--- src/pbw_pkg.sv ---
// shared constants, states and helper functions for the push-button wiper control
// assumes a single 20 MHz clock; every interval is counted in 1 ms ticks
`default_nettype none
package pbw_pkg;
    // clock and time base
    localparam int CLK_PERIOD_NS = 50;
    localparam int TICK_TIME_NS = 1000000;
    localparam int TICK_CYCLES = (TICK_TIME_NS + CLK_PERIOD_NS - 1) / CLK_PERIOD_NS;
    localparam int MS_NS = 1000000;

    // intervals in milliseconds, as documented
    localparam int DEBOUNCE_INTERVAL_MS = 15;
    localparam int SLOW_REPEAT_INTERVAL_MS = 250;
    localparam int FAST_REPEAT_INTERVAL_MS = 50;
    localparam int FAST_AFTER_MS = 1000;
    localparam int SHUTDOWN_HOLD_MS = 2000;

    // the same intervals in ticks
    localparam logic [3:0] DEBOUNCE_TICKS = 4'(DEBOUNCE_INTERVAL_MS * MS_NS / TICK_TIME_NS);
    localparam logic [8:0] SLOW_TICKS = 9'(SLOW_REPEAT_INTERVAL_MS * MS_NS / TICK_TIME_NS);
    localparam logic [8:0] FAST_TICKS = 9'(FAST_REPEAT_INTERVAL_MS * MS_NS / TICK_TIME_NS);
    localparam logic [10:0] FAST_AFTER_TICKS = 11'(FAST_AFTER_MS * MS_NS / TICK_TIME_NS);
    localparam logic [10:0] SHUTDOWN_TICKS = 11'(SHUTDOWN_HOLD_MS * MS_NS / TICK_TIME_NS);

    // tap counter
    localparam logic [3:0] TAP_RESET = 4'h0;
    localparam logic [3:0] TAP_MAX = 4'hf;
    localparam logic [3:0] TAP_BOTTOM = 4'h0;

    typedef enum logic [2:0] {
        PBW_IDLE = 3'h0,
        PBW_HOLD = 3'h1,
        PBW_DUAL = 3'h2,
        PBW_SD_WAIT = 3'h3,
        PBW_SHUTDOWN = 3'h4,
        PBW_LOCK = 3'h5
    } pbw_state_t;

    // one step toward the given direction, stopping at either end
    function automatic logic [3:0] pbw_sat_step(input logic [3:0] tap, input logic up);
        if (up) begin
            pbw_sat_step = (tap == TAP_MAX) ? tap : 4'(tap + 4'h1);
        end else begin
            pbw_sat_step = (tap == TAP_BOTTOM) ? tap : 4'(tap - 4'h1);
        end
    endfunction : pbw_sat_step

    // one-hot tap select
    function automatic logic [15:0] pbw_decode(input logic [3:0] tap);
        pbw_decode = 16'h0001 << tap;
    endfunction : pbw_decode
endpackage : pbw_pkg
`default_nettype wire

--- src/pbw_tick.sv ---
// prescaler that turns the system clock into a one-cycle millisecond tick
// assumes P_CYCLES is between 2 and 65536
`default_nettype none
module pbw_tick #(
    parameter int P_CYCLES = pbw_pkg::TICK_CYCLES
) (
    input wire logic i_clk,
    input wire logic i_nrst,
    output logic o_tick
);
    localparam logic [15:0] LAST = 16'(P_CYCLES - 1);

    logic [15:0] cnt;
    logic [15:0] next_cnt;
    logic next_tick;

    // free-running divider; tick is registered so consumers see a clean pulse
    always_comb begin
        next_cnt = (cnt == LAST) ? 16'h0000 : 16'(cnt + 16'h0001);
        next_tick = (cnt == LAST);
    end

    always_ff @(posedge i_clk or negedge i_nrst) begin
        if (!i_nrst) begin
            cnt <= 16'h0000;
            o_tick <= 1'b0;
        end else begin
            cnt <= next_cnt;
            o_tick <= next_tick;
        end
    end
endmodule : pbw_tick
`default_nettype wire

--- src/pbw_debounce.sv ---
// two-flop synchroniser and press debounce for one active-low button
// assumes i_tick is a one-cycle pulse every millisecond on i_clk
`default_nettype none
module pbw_debounce (
    input wire logic i_clk,
    input wire logic i_nrst,
    input wire logic i_tick,
    input wire logic i_button_n,
    output logic o_low,
    output logic o_pressed
);
    logic sync1;
    logic sync2;
    logic [3:0] cnt;
    logic [3:0] next_cnt;
    logic next_pressed;

    // release acts at once so stepping stops without waiting; only presses are filtered
    always_comb begin
        next_cnt = cnt;
        next_pressed = o_pressed;
        if (sync2) begin
            next_cnt = 4'h0;
            next_pressed = 1'b0;
        end else if (i_tick && cnt != pbw_pkg::DEBOUNCE_TICKS) begin
            next_cnt = 4'(cnt + 4'h1); // [RULE3]
            next_pressed = (4'(cnt + 4'h1) == pbw_pkg::DEBOUNCE_TICKS); // [RULE3]
        end
    end

    // sync1 feeds only sync2; idle high matches the pull-up level
    always_ff @(posedge i_clk or negedge i_nrst) begin
        if (!i_nrst) begin
            sync1 <= 1'b1;
            sync2 <= 1'b1;
            cnt <= 4'h0;
            o_pressed <= 1'b0;
        end else begin
            sync1 <= i_button_n; // [RULE19]
            sync2 <= sync1; // [RULE19]
            cnt <= next_cnt;
            o_pressed <= next_pressed;
        end
    end

    assign o_low = ~sync2;
endmodule : pbw_debounce
`default_nettype wire

--- src/pbw_top.sv ---
// push-button wiper control: debounce, stepping, auto-repeat and shutdown of a 16-tap wiper
// assumes raw button pins with pull-ups outside; one 20 MHz clock, asynchronous active-low reset
// Notes on behaviour
// [RULE1] a 4-bit counter holds the tap; up raises, down lowers; decoded to one tap
// [RULE2] buttons idle high; a low press moves the wiper one adjacent tap
// [RULE3] lows shorter than the debounce interval are ignored
// [RULE4] a short press gives one step; holding gives more steps over time
// [RULE5] slow repeat during the first second of hold, fast repeat afterwards
// [RULE6] release stops stepping at once and returns to idle, tap kept
// [RULE7] buttons pressed more than 15 ms apart: ignore all until both released
// [RULE8] the counter saturates at both ends and never wraps
// [RULE9] both buttons low for two seconds enters shutdown
// [RULE10] shutdown opens the top terminal and forces the bottom tap
// [RULE11] the driver must press both within 15 ms to request shutdown
// [RULE12] in shutdown, one button held past the debounce interval exits
// [RULE13] exit restores the tap saved at entry and reconnects the top terminal
// [RULE14] after exit, holding the same button past 250 ms starts auto-repeat
// [RULE15] slow repeat steps every 250 ms
// [RULE16] fast repeat steps every 50 ms
// [RULE17] after reset the tap counter is zero, the bottom tap
// [RULE18] the driver leaves both buttons released 2 ms between separate presses
// [RULE19] inputs are synchronised; all intervals come from a prescaled millisecond tick
// [RULE20] a dual press broken before two seconds changes nothing until both are high
`default_nettype none
module pbw_top #(
    parameter int P_TICK_CYCLES = pbw_pkg::TICK_CYCLES
) (
    input wire logic i_clk,
    input wire logic i_nrst,
    input wire logic i_step_up_button_n,
    input wire logic i_step_down_button_n,
    output logic [15:0] o_tap_select,
    output logic [3:0] o_tap,
    output logic o_top_terminal_open
);
    logic tick;
    logic up_low;
    logic dn_low;
    logic up_prs;
    logic dn_prs;

    pbw_pkg::pbw_state_t st;
    pbw_pkg::pbw_state_t next_st;
    logic [3:0] tap;
    logic [3:0] next_tap;
    logic [3:0] saved;
    logic [3:0] next_saved;
    logic [10:0] hold;
    logic [10:0] next_hold;
    logic [8:0] rep;
    logic [8:0] next_rep;
    logic dir_up;
    logic next_dir_up;
    logic top_open;
    logic next_top_open;
    logic [15:0] next_sel;
    logic held;
    logic other;
    logic [8:0] interval;

    // millisecond time base shared by both buttons
    pbw_tick #(
        .P_CYCLES(P_TICK_CYCLES)
    ) u_tick (
        .i_clk(i_clk),
        .i_nrst(i_nrst),
        .o_tick(tick) // [RULE19]
    );

    pbw_debounce u_up (
        .i_clk(i_clk),
        .i_nrst(i_nrst),
        .i_tick(tick),
        .i_button_n(i_step_up_button_n), // [RULE2]
        .o_low(up_low),
        .o_pressed(up_prs)
    );

    pbw_debounce u_dn (
        .i_clk(i_clk),
        .i_nrst(i_nrst),
        .i_tick(tick),
        .i_button_n(i_step_down_button_n), // [RULE2]
        .o_low(dn_low),
        .o_pressed(dn_prs)
    );

    // held button, opposite button and the repeat interval for the current hold time
    always_comb begin
        held = dir_up ? up_low : dn_low;
        other = dir_up ? dn_low : up_low;
        interval = (hold >= pbw_pkg::FAST_AFTER_TICKS) ? pbw_pkg::FAST_TICKS // [RULE5] [RULE16]
                                                       : pbw_pkg::SLOW_TICKS; // [RULE15]
    end

    // control sequence; a lone press is only acted on once debounced; a release or a low on the other button acts at once
    always_comb begin
        next_st = st;
        next_tap = tap;
        next_saved = saved;
        next_hold = hold;
        next_rep = rep;
        next_dir_up = dir_up;
        next_top_open = top_open;
        unique case (st)
            pbw_pkg::PBW_IDLE: begin
                if (up_prs || dn_prs) begin
                    if (up_low && dn_low) begin
                        // the other went low before this one debounced: within the window
                        next_st = pbw_pkg::PBW_DUAL; // [RULE9]
                        next_hold = 11'h000;
                    end else begin
                        next_tap = pbw_pkg::pbw_sat_step(tap, up_prs); // [RULE1] [RULE4] [RULE8]
                        next_dir_up = up_prs;
                        next_hold = 11'h000;
                        next_rep = 9'h000;
                        next_st = pbw_pkg::PBW_HOLD;
                    end
                end
            end
            pbw_pkg::PBW_HOLD: begin
                if (!held) begin
                    next_st = pbw_pkg::PBW_IDLE; // [RULE6]
                end else if (other) begin
                    // second press arrived after the first had already debounced
                    next_st = pbw_pkg::PBW_LOCK; // [RULE7]
                end else if (tick) begin
                    if (hold != pbw_pkg::FAST_AFTER_TICKS) begin
                        next_hold = 11'(hold + 11'h001);
                    end
                    if (9'(rep + 9'h001) >= interval) begin
                        next_tap = pbw_pkg::pbw_sat_step(tap, dir_up); // [RULE4] [RULE8] [RULE14]
                        next_rep = 9'h000;
                    end else begin
                        next_rep = 9'(rep + 9'h001);
                    end
                end
            end
            pbw_pkg::PBW_DUAL: begin
                if (!(up_low && dn_low)) begin
                    next_st = pbw_pkg::PBW_LOCK; // [RULE20]
                end else if (tick) begin
                    if (11'(hold + 11'h001) == pbw_pkg::SHUTDOWN_TICKS) begin
                        next_saved = tap; // [RULE13]
                        next_tap = pbw_pkg::TAP_BOTTOM; // [RULE10]
                        next_top_open = 1'b1; // [RULE10]
                        next_st = pbw_pkg::PBW_SD_WAIT; // [RULE9]
                    end else begin
                        next_hold = 11'(hold + 11'h001);
                    end
                end
            end
            pbw_pkg::PBW_SD_WAIT: begin
                // the entering press must end before an exit press can count
                if (!up_low && !dn_low) begin
                    next_st = pbw_pkg::PBW_SHUTDOWN;
                end
            end
            pbw_pkg::PBW_SHUTDOWN: begin
                if ((up_prs && !dn_low) || (dn_prs && !up_low)) begin
                    next_tap = saved; // [RULE12] [RULE13]
                    next_top_open = 1'b0; // [RULE13]
                    next_dir_up = up_prs;
                    next_hold = 11'h000;
                    next_rep = 9'h000;
                    next_st = pbw_pkg::PBW_HOLD; // [RULE14]
                end
            end
            pbw_pkg::PBW_LOCK: begin
                if (!up_low && !dn_low) begin
                    next_st = pbw_pkg::PBW_IDLE; // [RULE7] [RULE20]
                end
            end
            default: begin
                next_st = pbw_pkg::PBW_IDLE;
            end
        endcase
        next_sel = pbw_pkg::pbw_decode(next_tap); // [RULE1]
    end

    // state registers; the select is registered alongside the counter it decodes
    always_ff @(posedge i_clk or negedge i_nrst) begin
        if (!i_nrst) begin
            st <= pbw_pkg::PBW_IDLE;
            tap <= pbw_pkg::TAP_RESET; // [RULE17]
            saved <= pbw_pkg::TAP_RESET;
            hold <= 11'h000;
            rep <= 9'h000;
            dir_up <= 1'b0;
            top_open <= 1'b0;
            o_tap_select <= 16'h0001; // [RULE17]
        end else begin
            st <= next_st;
            tap <= next_tap;
            saved <= next_saved;
            hold <= next_hold;
            rep <= next_rep;
            dir_up <= next_dir_up;
            top_open <= next_top_open;
            o_tap_select <= next_sel;
        end
    end

    assign o_tap = tap;
    assign o_top_terminal_open = top_open;
endmodule : pbw_top
`default_nettype wire

--- config.mk ---
export PLATFORM = sky130hd
export DESIGN_NAME = pbw_top
export DESIGN_NICKNAME = d
export VERILOG_FILES = /design/src/pbw_pkg.sv /design/src/pbw_tick.sv /design/src/pbw_debounce.sv /design/src/pbw_top.sv
export SDC_FILE = /design/constraint.sdc
export NUM_CORES = 1
export LEC_CHECK = 0
export ABC_CLOCK_PERIOD_IN_PS = 4200
export BUFFER_PORTS_ARGS = -buffer_cell sky130_fd_sc_hd__buf_2
export CORE_MARGIN = 2
export CORE_UTILIZATION = 35
export DETAILED_ROUTE_END_ITERATION = 12
export GPL_TIMING_DRIVEN = 0
export MAX_ROUTING_LAYER = met4
export SLEW_MARGIN = 40
export SYNTH_ARGS = -nofsm -noshare
export SYNTH_HDL_FRONTEND = slang
export SYNTH_HIERARCHICAL = 1
export SYNTH_SLANG_ARGS = --single-unit
--- constraint.sdc ---
create_clock -name i_clk -period 4.2 [get_ports i_clk]
set_input_delay 0.84 -clock i_clk [delete_from_list [all_inputs] [get_ports i_clk]]
set_output_delay 0.84 -clock i_clk [all_outputs]
set_load 0.02 [all_outputs]
==> impl_metrics.json, run 1 <==
{
  "status": "finished, final reports clean",
  "finalSetupViolations": 0,
  "syn_area_mm2": 0.00482,
  "chipHeight_um": 121,
  "worstPathMaxFanout": 10,
  "slew_violations": 0,
  "startpoint_type": "flop",
  "wirelength_mm": 10.5,
  "design_area_mm2": 0.00551,
  "crit_type": "reg -> reg",
  "viasPerCell": 5.38,
  "min_period_ns": 3.34,
  "finalClockSkew_ns": 0.00832,
  "portBuffers": 24,
  "crit_path_end": "o_tap_select[7]$_DFF_PN0_",
  "r2r_slack_ns": 0.86,
  "antennaDiodeCount": 0,
  "synthDistinctLibCells": 84,
  "critical-path-slowest-cell": "or3b_4",
  "vias": 3844,
  "io_pins": 25,
  "maxCapViolations": 0,
  "cts_hold_buffers": 0,
  "grt_remaining_overflow": 0,
  "slew_headroom_pct": 50.2,
  "cts.reportedPaths.clkPinSlew_ns": 0.06,
  "drive_above_1_share_pct": 19.0,
  "start_util_pct": 36.1,
  "synth_common_cells": "dfrtp_1, o21ai_0, nand2_1",
  "cts_buffers": 9,
  "ant_nets": 0,
  "cts_num_sinks": 80,
  "yosys-top-cells-area": "dfrtp_1, o21ai_0, ha_1",
  "clockBufferDepth": 2,
  "htree_levels": 3,
  "fin_crit_sh_pct": 79.6,
  "grt_max_degree": 44,
  "path_depth": 12,
  "cts_tree": "done",
  "hold_path.class": "reg -> reg",
  "finalHoldViolations": 0,
  "rows": 42,
  "yosysWarnings": 6,
  "nNetsFinal": 549,
  "critPathLaunch": "hold[3]$_DFFE_PN0P_",
  "synth_edf_count": 0,
  "drt_iter0_markers": 206,
  "drc": 0,
  "first_global_vias": 3713,
  "cpPeakStageDelay_ns": 0.44,
  "async_reset_ff_share_pct": 100,
  "synth_nets": 513,
  "synth_top_cell_by_area": "dfrtp_1",
  "vdd.ir_drop.worst_uv": 208,
  "core_mm2": 0.0133,
  "finalSetupTns_ns": 0,
  "ys_ff_latch": 80,
  "placed_area_mm2": 0.00519,
  "clock_latency_ns": 0.33,
  "rr_worst_depth": 12,
  "r2r-start": "hold[3]$_DFFE_PN0P_",
  "ys_seq_area_share_pct": 41.6,
  "cts_setup_buffers": 0,
  "dieArea_mm2": 0.0147,
  "ys.flop_type": "dfrtp_1",
  "place_hpwl_mm": 7.54,
  "synth_cells": 497,
  "worst-endpoint-required_ns": 4.47,
  "path_buf_inv": 2,
  "dr.pass1.iters": 5,
  "r2r_end": "o_tap_select[7]$_DFF_PN0_",
  "path_cells": "buf_2 -> or2_1 -> a31oi_2 -> inv_1 -> ha_1 -> o31a_1 -> o32ai_1 -> nand3_1 -> a31oi_1 -> o2bb2ai_4 -> or3b_4 -> and3b_1",
  "place.gp.congestion": 0.874,
  "syn_area_per_cell_um2": 9.70,
  "crit_arrival_ns": 3.61,
  "worstSetupEndpointType": "flop",
  "cellPowerDensity_mw_per_mm2": 298,
  "grt_pass1_wl_mm": 18.4,
  "grt_antenna_before_repair": 0,
  "worst_slew_pin_slew_ns": 0.741,
  "area_growth_pct": 14.3,
  "rsz0062_at_grt": "no",
  "die_w_um": 121,
  "grt_use_total_pct": 15.9,
  "cts_resized": 0,
  "critPathTopFamily": "compound AO/OA/AOI/OAI gates",
  "max_freq_mhz": 299,
  "clockRootBuffer": "clkbuf_16",
  "synth_top_area_share_pct": 38.9,
  "p_leak_nw": 2.46,
  "wl_per_cell_um": 14.8,
  "synth.most_common_cell": "dfrtp_1"
}
-- report_power, final --
part           switching (mW)  internal, mW
registers             0.00159         0.774
clock network           0.303         0.536
logic                  0.0217       0.00717
total                   0.326          1.32
-- sequential cells by signal (all words and copies together), names as in the netlist --
signal / count
dir_up: 1
hold: 11
o_tap: 4
o_tap_select: 16
o_top_terminal_open: 1
rep: 9
saved: 4
st: 3
u_dn/cnt: 4
u_dn/o_pressed: 1
u_dn/sync1: 1
u_dn/sync2: 1
u_tick/cnt: 16
u_tick/o_tick: 1
u_up/cnt: 4
u_up/o_pressed: 1
u_up/sync1: 1
u_up/sync2: 1
-- logic make-up (layout without fill, tap and decap cells) --
family,after synthesis,after routing,synth area share [%]
AND/OR/NAND/NOR,192,192,24.1
AO/OA/AOI/OAI,131,131,19.4
flip-flops,80,80,41.6
buffers and inverters,45,86,4.39
XOR/XNOR,22,22,4.00
multiplexers,15,15,3.30
adder cells (fa/ha/maj),12,12,3.11
-- worst min path at each step --
| stage | start | to | slack [ns] | depth (start not counted) |
|---|---|---|---|---|
| after CTS | u_up/sync1$_DFF_PN1_ | u_up/sync2$_DFF_PN1_ | 0.36 | 0 |
| after floorplan | u_dn/sync1$_DFF_PN1_ | u_dn/sync2$_DFF_PN1_ | 0.35 | 0 |
| after global routing | u_dn/sync1$_DFF_PN1_ | u_dn/sync2$_DFF_PN1_ | 0.36 | 0 |
| after global placement | u_up/sync1$_DFF_PN1_ | u_up/sync2$_DFF_PN1_ | 0.35 | 0 |
| final | u_up/sync1$_DFF_PN1_ | u_up/sync2$_DFF_PN1_ | 0.35 | 0 |
| after detailed placement | u_up/sync1$_DFF_PN1_ | u_up/sync2$_DFF_PN1_ | 0.35 | 0 |
-- per-layer routing --
layer / track usage [%] / routed length [um]
met5: - / 0
met1: 22.6 / 5290
met4: 4.53 / 161
met2: 23.0 / 4720
met3: 3.24 / 365
-- cell type report --
| cell class | instances | area, um^2 |
|---|---|---|
| tap | 176 | 220 |
| buffer | 24 | 133 |
| fill | 1333 | 7840 |
| clock buffer | 11 | 243 |
| inverter | 21 | 78.8 |
| sequential | 80 | 2010 |
| timing repair buffer | 25 | 146 |
| clock inverter | 5 | 80.1 |
| multi-input combinational | 372 | 2600 |
-- per-stage QoR --
stage / setup WS [ns] / hold slack [ns] / total power, mW / util [%] / instances
3_3_place_gp: 0.974 / 0.347 / 0.817 / 38.7 / 697
6_report: 0.856 / 0.355 / 1.64 / 41.3 / 714
5_1_grt: 0.594 / 0.360 / 1.71 / 41.3 / 714
2_1_floorplan: 1.28 / 0.345 / 0.798 / - / 497
3_5_place_dp: 0.881 / 0.347 / 0.820 / 38.9 / 698
4_1_cts: 0.852 / 0.356 / 1.67 / 41.3 / 714
-- placed cells by master, fill, tap and decap left out, drive strengths merged, types with 11 or more instances in the layout --
cell,netlist,final
a21oi,21,21
buf,11,36
clkbuf,13,24
dfrtp,75,75
ha,12,12
inv,21,21
nand2,33,33
nand3,26,26
nor2,32,32
nor3,17,17
o21ai,42,42
or3,11,11
xnor2,16,16
(Power assumes the default switching activity.)
==> run 2: changes to the inputs <==
--- a/config.mk
+++ b/config.mk
@@ -5,7 +5,7 @@
 export SDC_FILE = /design/constraint.sdc
 export NUM_CORES = 1
 export LEC_CHECK = 0
-export ABC_CLOCK_PERIOD_IN_PS = 4200
+export ABC_CLOCK_PERIOD_IN_PS = 3320
 export BUFFER_PORTS_ARGS = -buffer_cell sky130_fd_sc_hd__buf_2
 export CORE_MARGIN = 2
 export CORE_UTILIZATION = 35
==> constraint.sdc (replaced) <==
create_clock -name i_clk -period 3.32 [get_ports i_clk]
set_input_delay 0.664 -clock i_clk [delete_from_list [all_inputs] [get_ports i_clk]]
set_output_delay 0.664 -clock i_clk [all_outputs]
set_load 0.02 [all_outputs]
==> run 2 against run 1 <==
Against the previous run: clock-buffer cell count unchanged; clock power up 26%; global-route usage hardly changed; cell count unchanged; routed wire length is essentially flat; register-to-register slack got worse by 0.71 ns; die area is the same; largest cell class unchanged; highest routed layer unchanged.
==> impl_metrics.json, run 2 (synthesis results as in run 1) <==
{
  "layout_common_cells": "dfrtp_1, o21ai_0, nand2_1, nor2_1, buf_2",
  "cts_num_sinks": 80,
  "chipHeight_um": 121,
  "worst-endpoint-required_ns": 3.59,
  "finalHoldViolations": 0,
  "dp_slack_ns": 0.000740,
  "wl_per_cell_um": 14.8,
  "cts_buffers": 9,
  "min_period_ns": 3.17,
  "cts_tree": "done",
  "grt_remaining_overflow": 0,
  "die_w_um": 121,
  "max_freq_mhz": 315,
  "worst_slack_ns": 0.147,
  "worstSetupEndpointType": "flop",
  "drive_above_1_share_pct": 20.3,
  "dieArea_mm2": 0.0147,
  "clockBufferDepth": 2,
  "grt_antenna_before_repair": 0,
  "grt_pass1_wl_mm": 18.5,
  "slew_headroom_pct": 49.1,
  "fin_util_pct": 41.6,
  "crit_arrival_ns": 3.44,
  "nNetsFinal": 549,
  "crit_type": "reg -> reg",
  "clock_latency_ns": 0.33,
  "path_cells": "buf_2 -> or2_1 -> a31oi_4 -> inv_1 -> ha_1 -> o31a_1 -> o32ai_2 -> nand3_1 -> a21bo_2 -> o2bb2ai_4 -> or3_4 -> and3b_1",
  "rows": 42,
  "dr.pass1.iters": 5,
  "finalSetupViolations": 0,
  "grt_use_total_pct": 15.9,
  "viasPerCell": 5.42,
  "cpPeakStageDelay_ns": 0.43,
  "start_util_pct": 36.1,
  "cellPowerDensity_mw_per_mm2": 374,
  "drt_iter0_markers": 188,
  "drc": 0,
  "portBuffers": 24,
  "hold_path.class": "in -> async",
  "finalClockSkew_ns": 0.00711,
  "critical-path-slowest-cell": "or3_4",
  "core_mm2": 0.0133,
  "first_global_vias": 3712,
  "vdd.ir_drop.worst_uv": 262,
  "clockRootBuffer": "clkbuf_16",
  "ant_nets": 0,
  "slew_violations": 0,
  "antennaDiodeCount": 0,
  "place.gp.congestion": 0.874,
  "path_buf_inv": 2,
  "finalSetupTns_ns": 0,
  "final_common_cell": "dfrtp_1",
  "largest_registers": "o_tap_select: 16 flops, u_tick/cnt: 16 flops, hold: 11 flops",
  "place_hpwl_mm": 7.54,
  "worstPathMaxFanout": 10,
  "wirelength_mm": 10.5,
  "status": "finished, final reports clean",
  "fin_crit_sh_pct": 95.6,
  "htree_levels": 3,
  "area_growth_pct": 15.2,
  "io_pins": 25,
  "n_fill_cell": 1335,
  "cts.reportedPaths.clkPinSlew_ns": 0.06,
  "grt_max_degree": 44,
  "rsz0062_at_grt": "yes",
  "maxCapViolations": 0,
  "startpoint_type": "flop",
  "vias": 3869,
  "p_leak_nw": 2.47,
  "critPathTopFamily": "simple AND/OR/NAND/NOR gates",
  "worst_slew_pin_slew_ns": 0.758
}
-- run 2: changes by cell type in the layout (fill, tap and decap cells not counted) --
cell / previous run / this run
a2bb2oi_1: 1 / 0
nor4b_2: 0 / 1
nand2_1: 33 / 32
a21oi_1: 20 / 19
clkbuf_1: 14 / 13
a31oi_1: 5 / 4
a31oi_4: 1 / 2
a21oi_2: 1 / 2
clkbuf_2: 0 / 1
a2bb2oi_2: 0 / 1
nand2_2: 0 / 1
o32ai_1: 1 / 0
o32ai_2: 0 / 1
nor4b_1: 3 / 2
-- run 2: final timing paths --
check                                      from                         to  slack (ns)  cells past startpoint
max                         hold[3]$_DFFE_PN0P_  o_tap_select[5]$_DFF_PN0_        0.15                     12
min in group i_clk         u_up/sync1$_DFF_PN1_       u_up/sync2$_DFF_PN1_        0.35                      0
min reg2reg                u_up/sync1$_DFF_PN1_       u_up/sync2$_DFF_PN1_        0.35                      0
min                                      i_nrst   u_tick/cnt[15]$_DFF_PN0_        0.24                      1
max reg2reg                 hold[3]$_DFFE_PN0P_  o_tap_select[5]$_DFF_PN0_        0.15                     12
max in group asynchronous                i_nrst  o_tap_select[0]$_DFF_PN1_        2.49                      2
-- run 2: per-stage QoR --
stage                     hold slack [ns]  std cells  power (mW)  cell area (um^2)
after floorplan                     0.345        497        1.01              4820
after global placement              0.347        697        1.03              5160
after detailed placement            0.347        698        1.04              5190
after CTS                           0.249        714        2.11              5520
after global routing                0.253        714        2.16              5550
final                               0.238        714        2.08              5550
-- run 2: worst reg2reg max path, stage by stage, from the launching register on --
cell and delay (ns):
dfrtp_1 0.36, buf_2 0.16, or2_1 0.27, a31oi_4 0.28, inv_1 0.08, ha_1 0.30, o31a_1 0.11, o32ai_2 0.20
nand3_1 0.25, a21bo_2 0.28, o2bb2ai_4 0.16, or3_4 0.43, and3b_1 0.23
-- run 2: layout make-up --
| cell class | count | area [um^2] | area share, % |
|---|---|---|---|
| buffer | 24 | 134 | 2.41 |
| clock buffer | 11 | 243 | 4.37 |
| clock inverter | 5 | 80.1 | 1.44 |
| inverter | 21 | 78.8 | 1.42 |
| multi-input combinational | 372 | 2640 | 47.6 |
| sequential | 80 | 2010 | 36.2 |
| tap | 176 | 220 | 3.96 |
| timing repair buffer | 25 | 146 | 2.64 |
-- run 2: metal layers --
metal	share of wire (%)	track usage [%]	vias up
li1	-	-	1898
met2	45	23.0	70
met5	0	-	-
met1	50	22.7	1886
met4	1.4	4.53	0
met3	3.2	3.24	15
-- run 2: what timing repair did --
action                     in CTS  in global routing
resized for setup               1                  8
hold endpoints to repair        0                  0
buffers inserted                0                  0
setup endpoints to repair       5                 25
pin swaps                       0                  2
hold buffers                    0                  0
-- run 2: where the power goes --
group	switching [mW]	total, mW	internal (mW)
clock	0.383	1.06	0.678
sequential	0.00201	0.982	0.980
combinational	0.0273	0.0364	0.00908
total	0.413	2.08	1.67
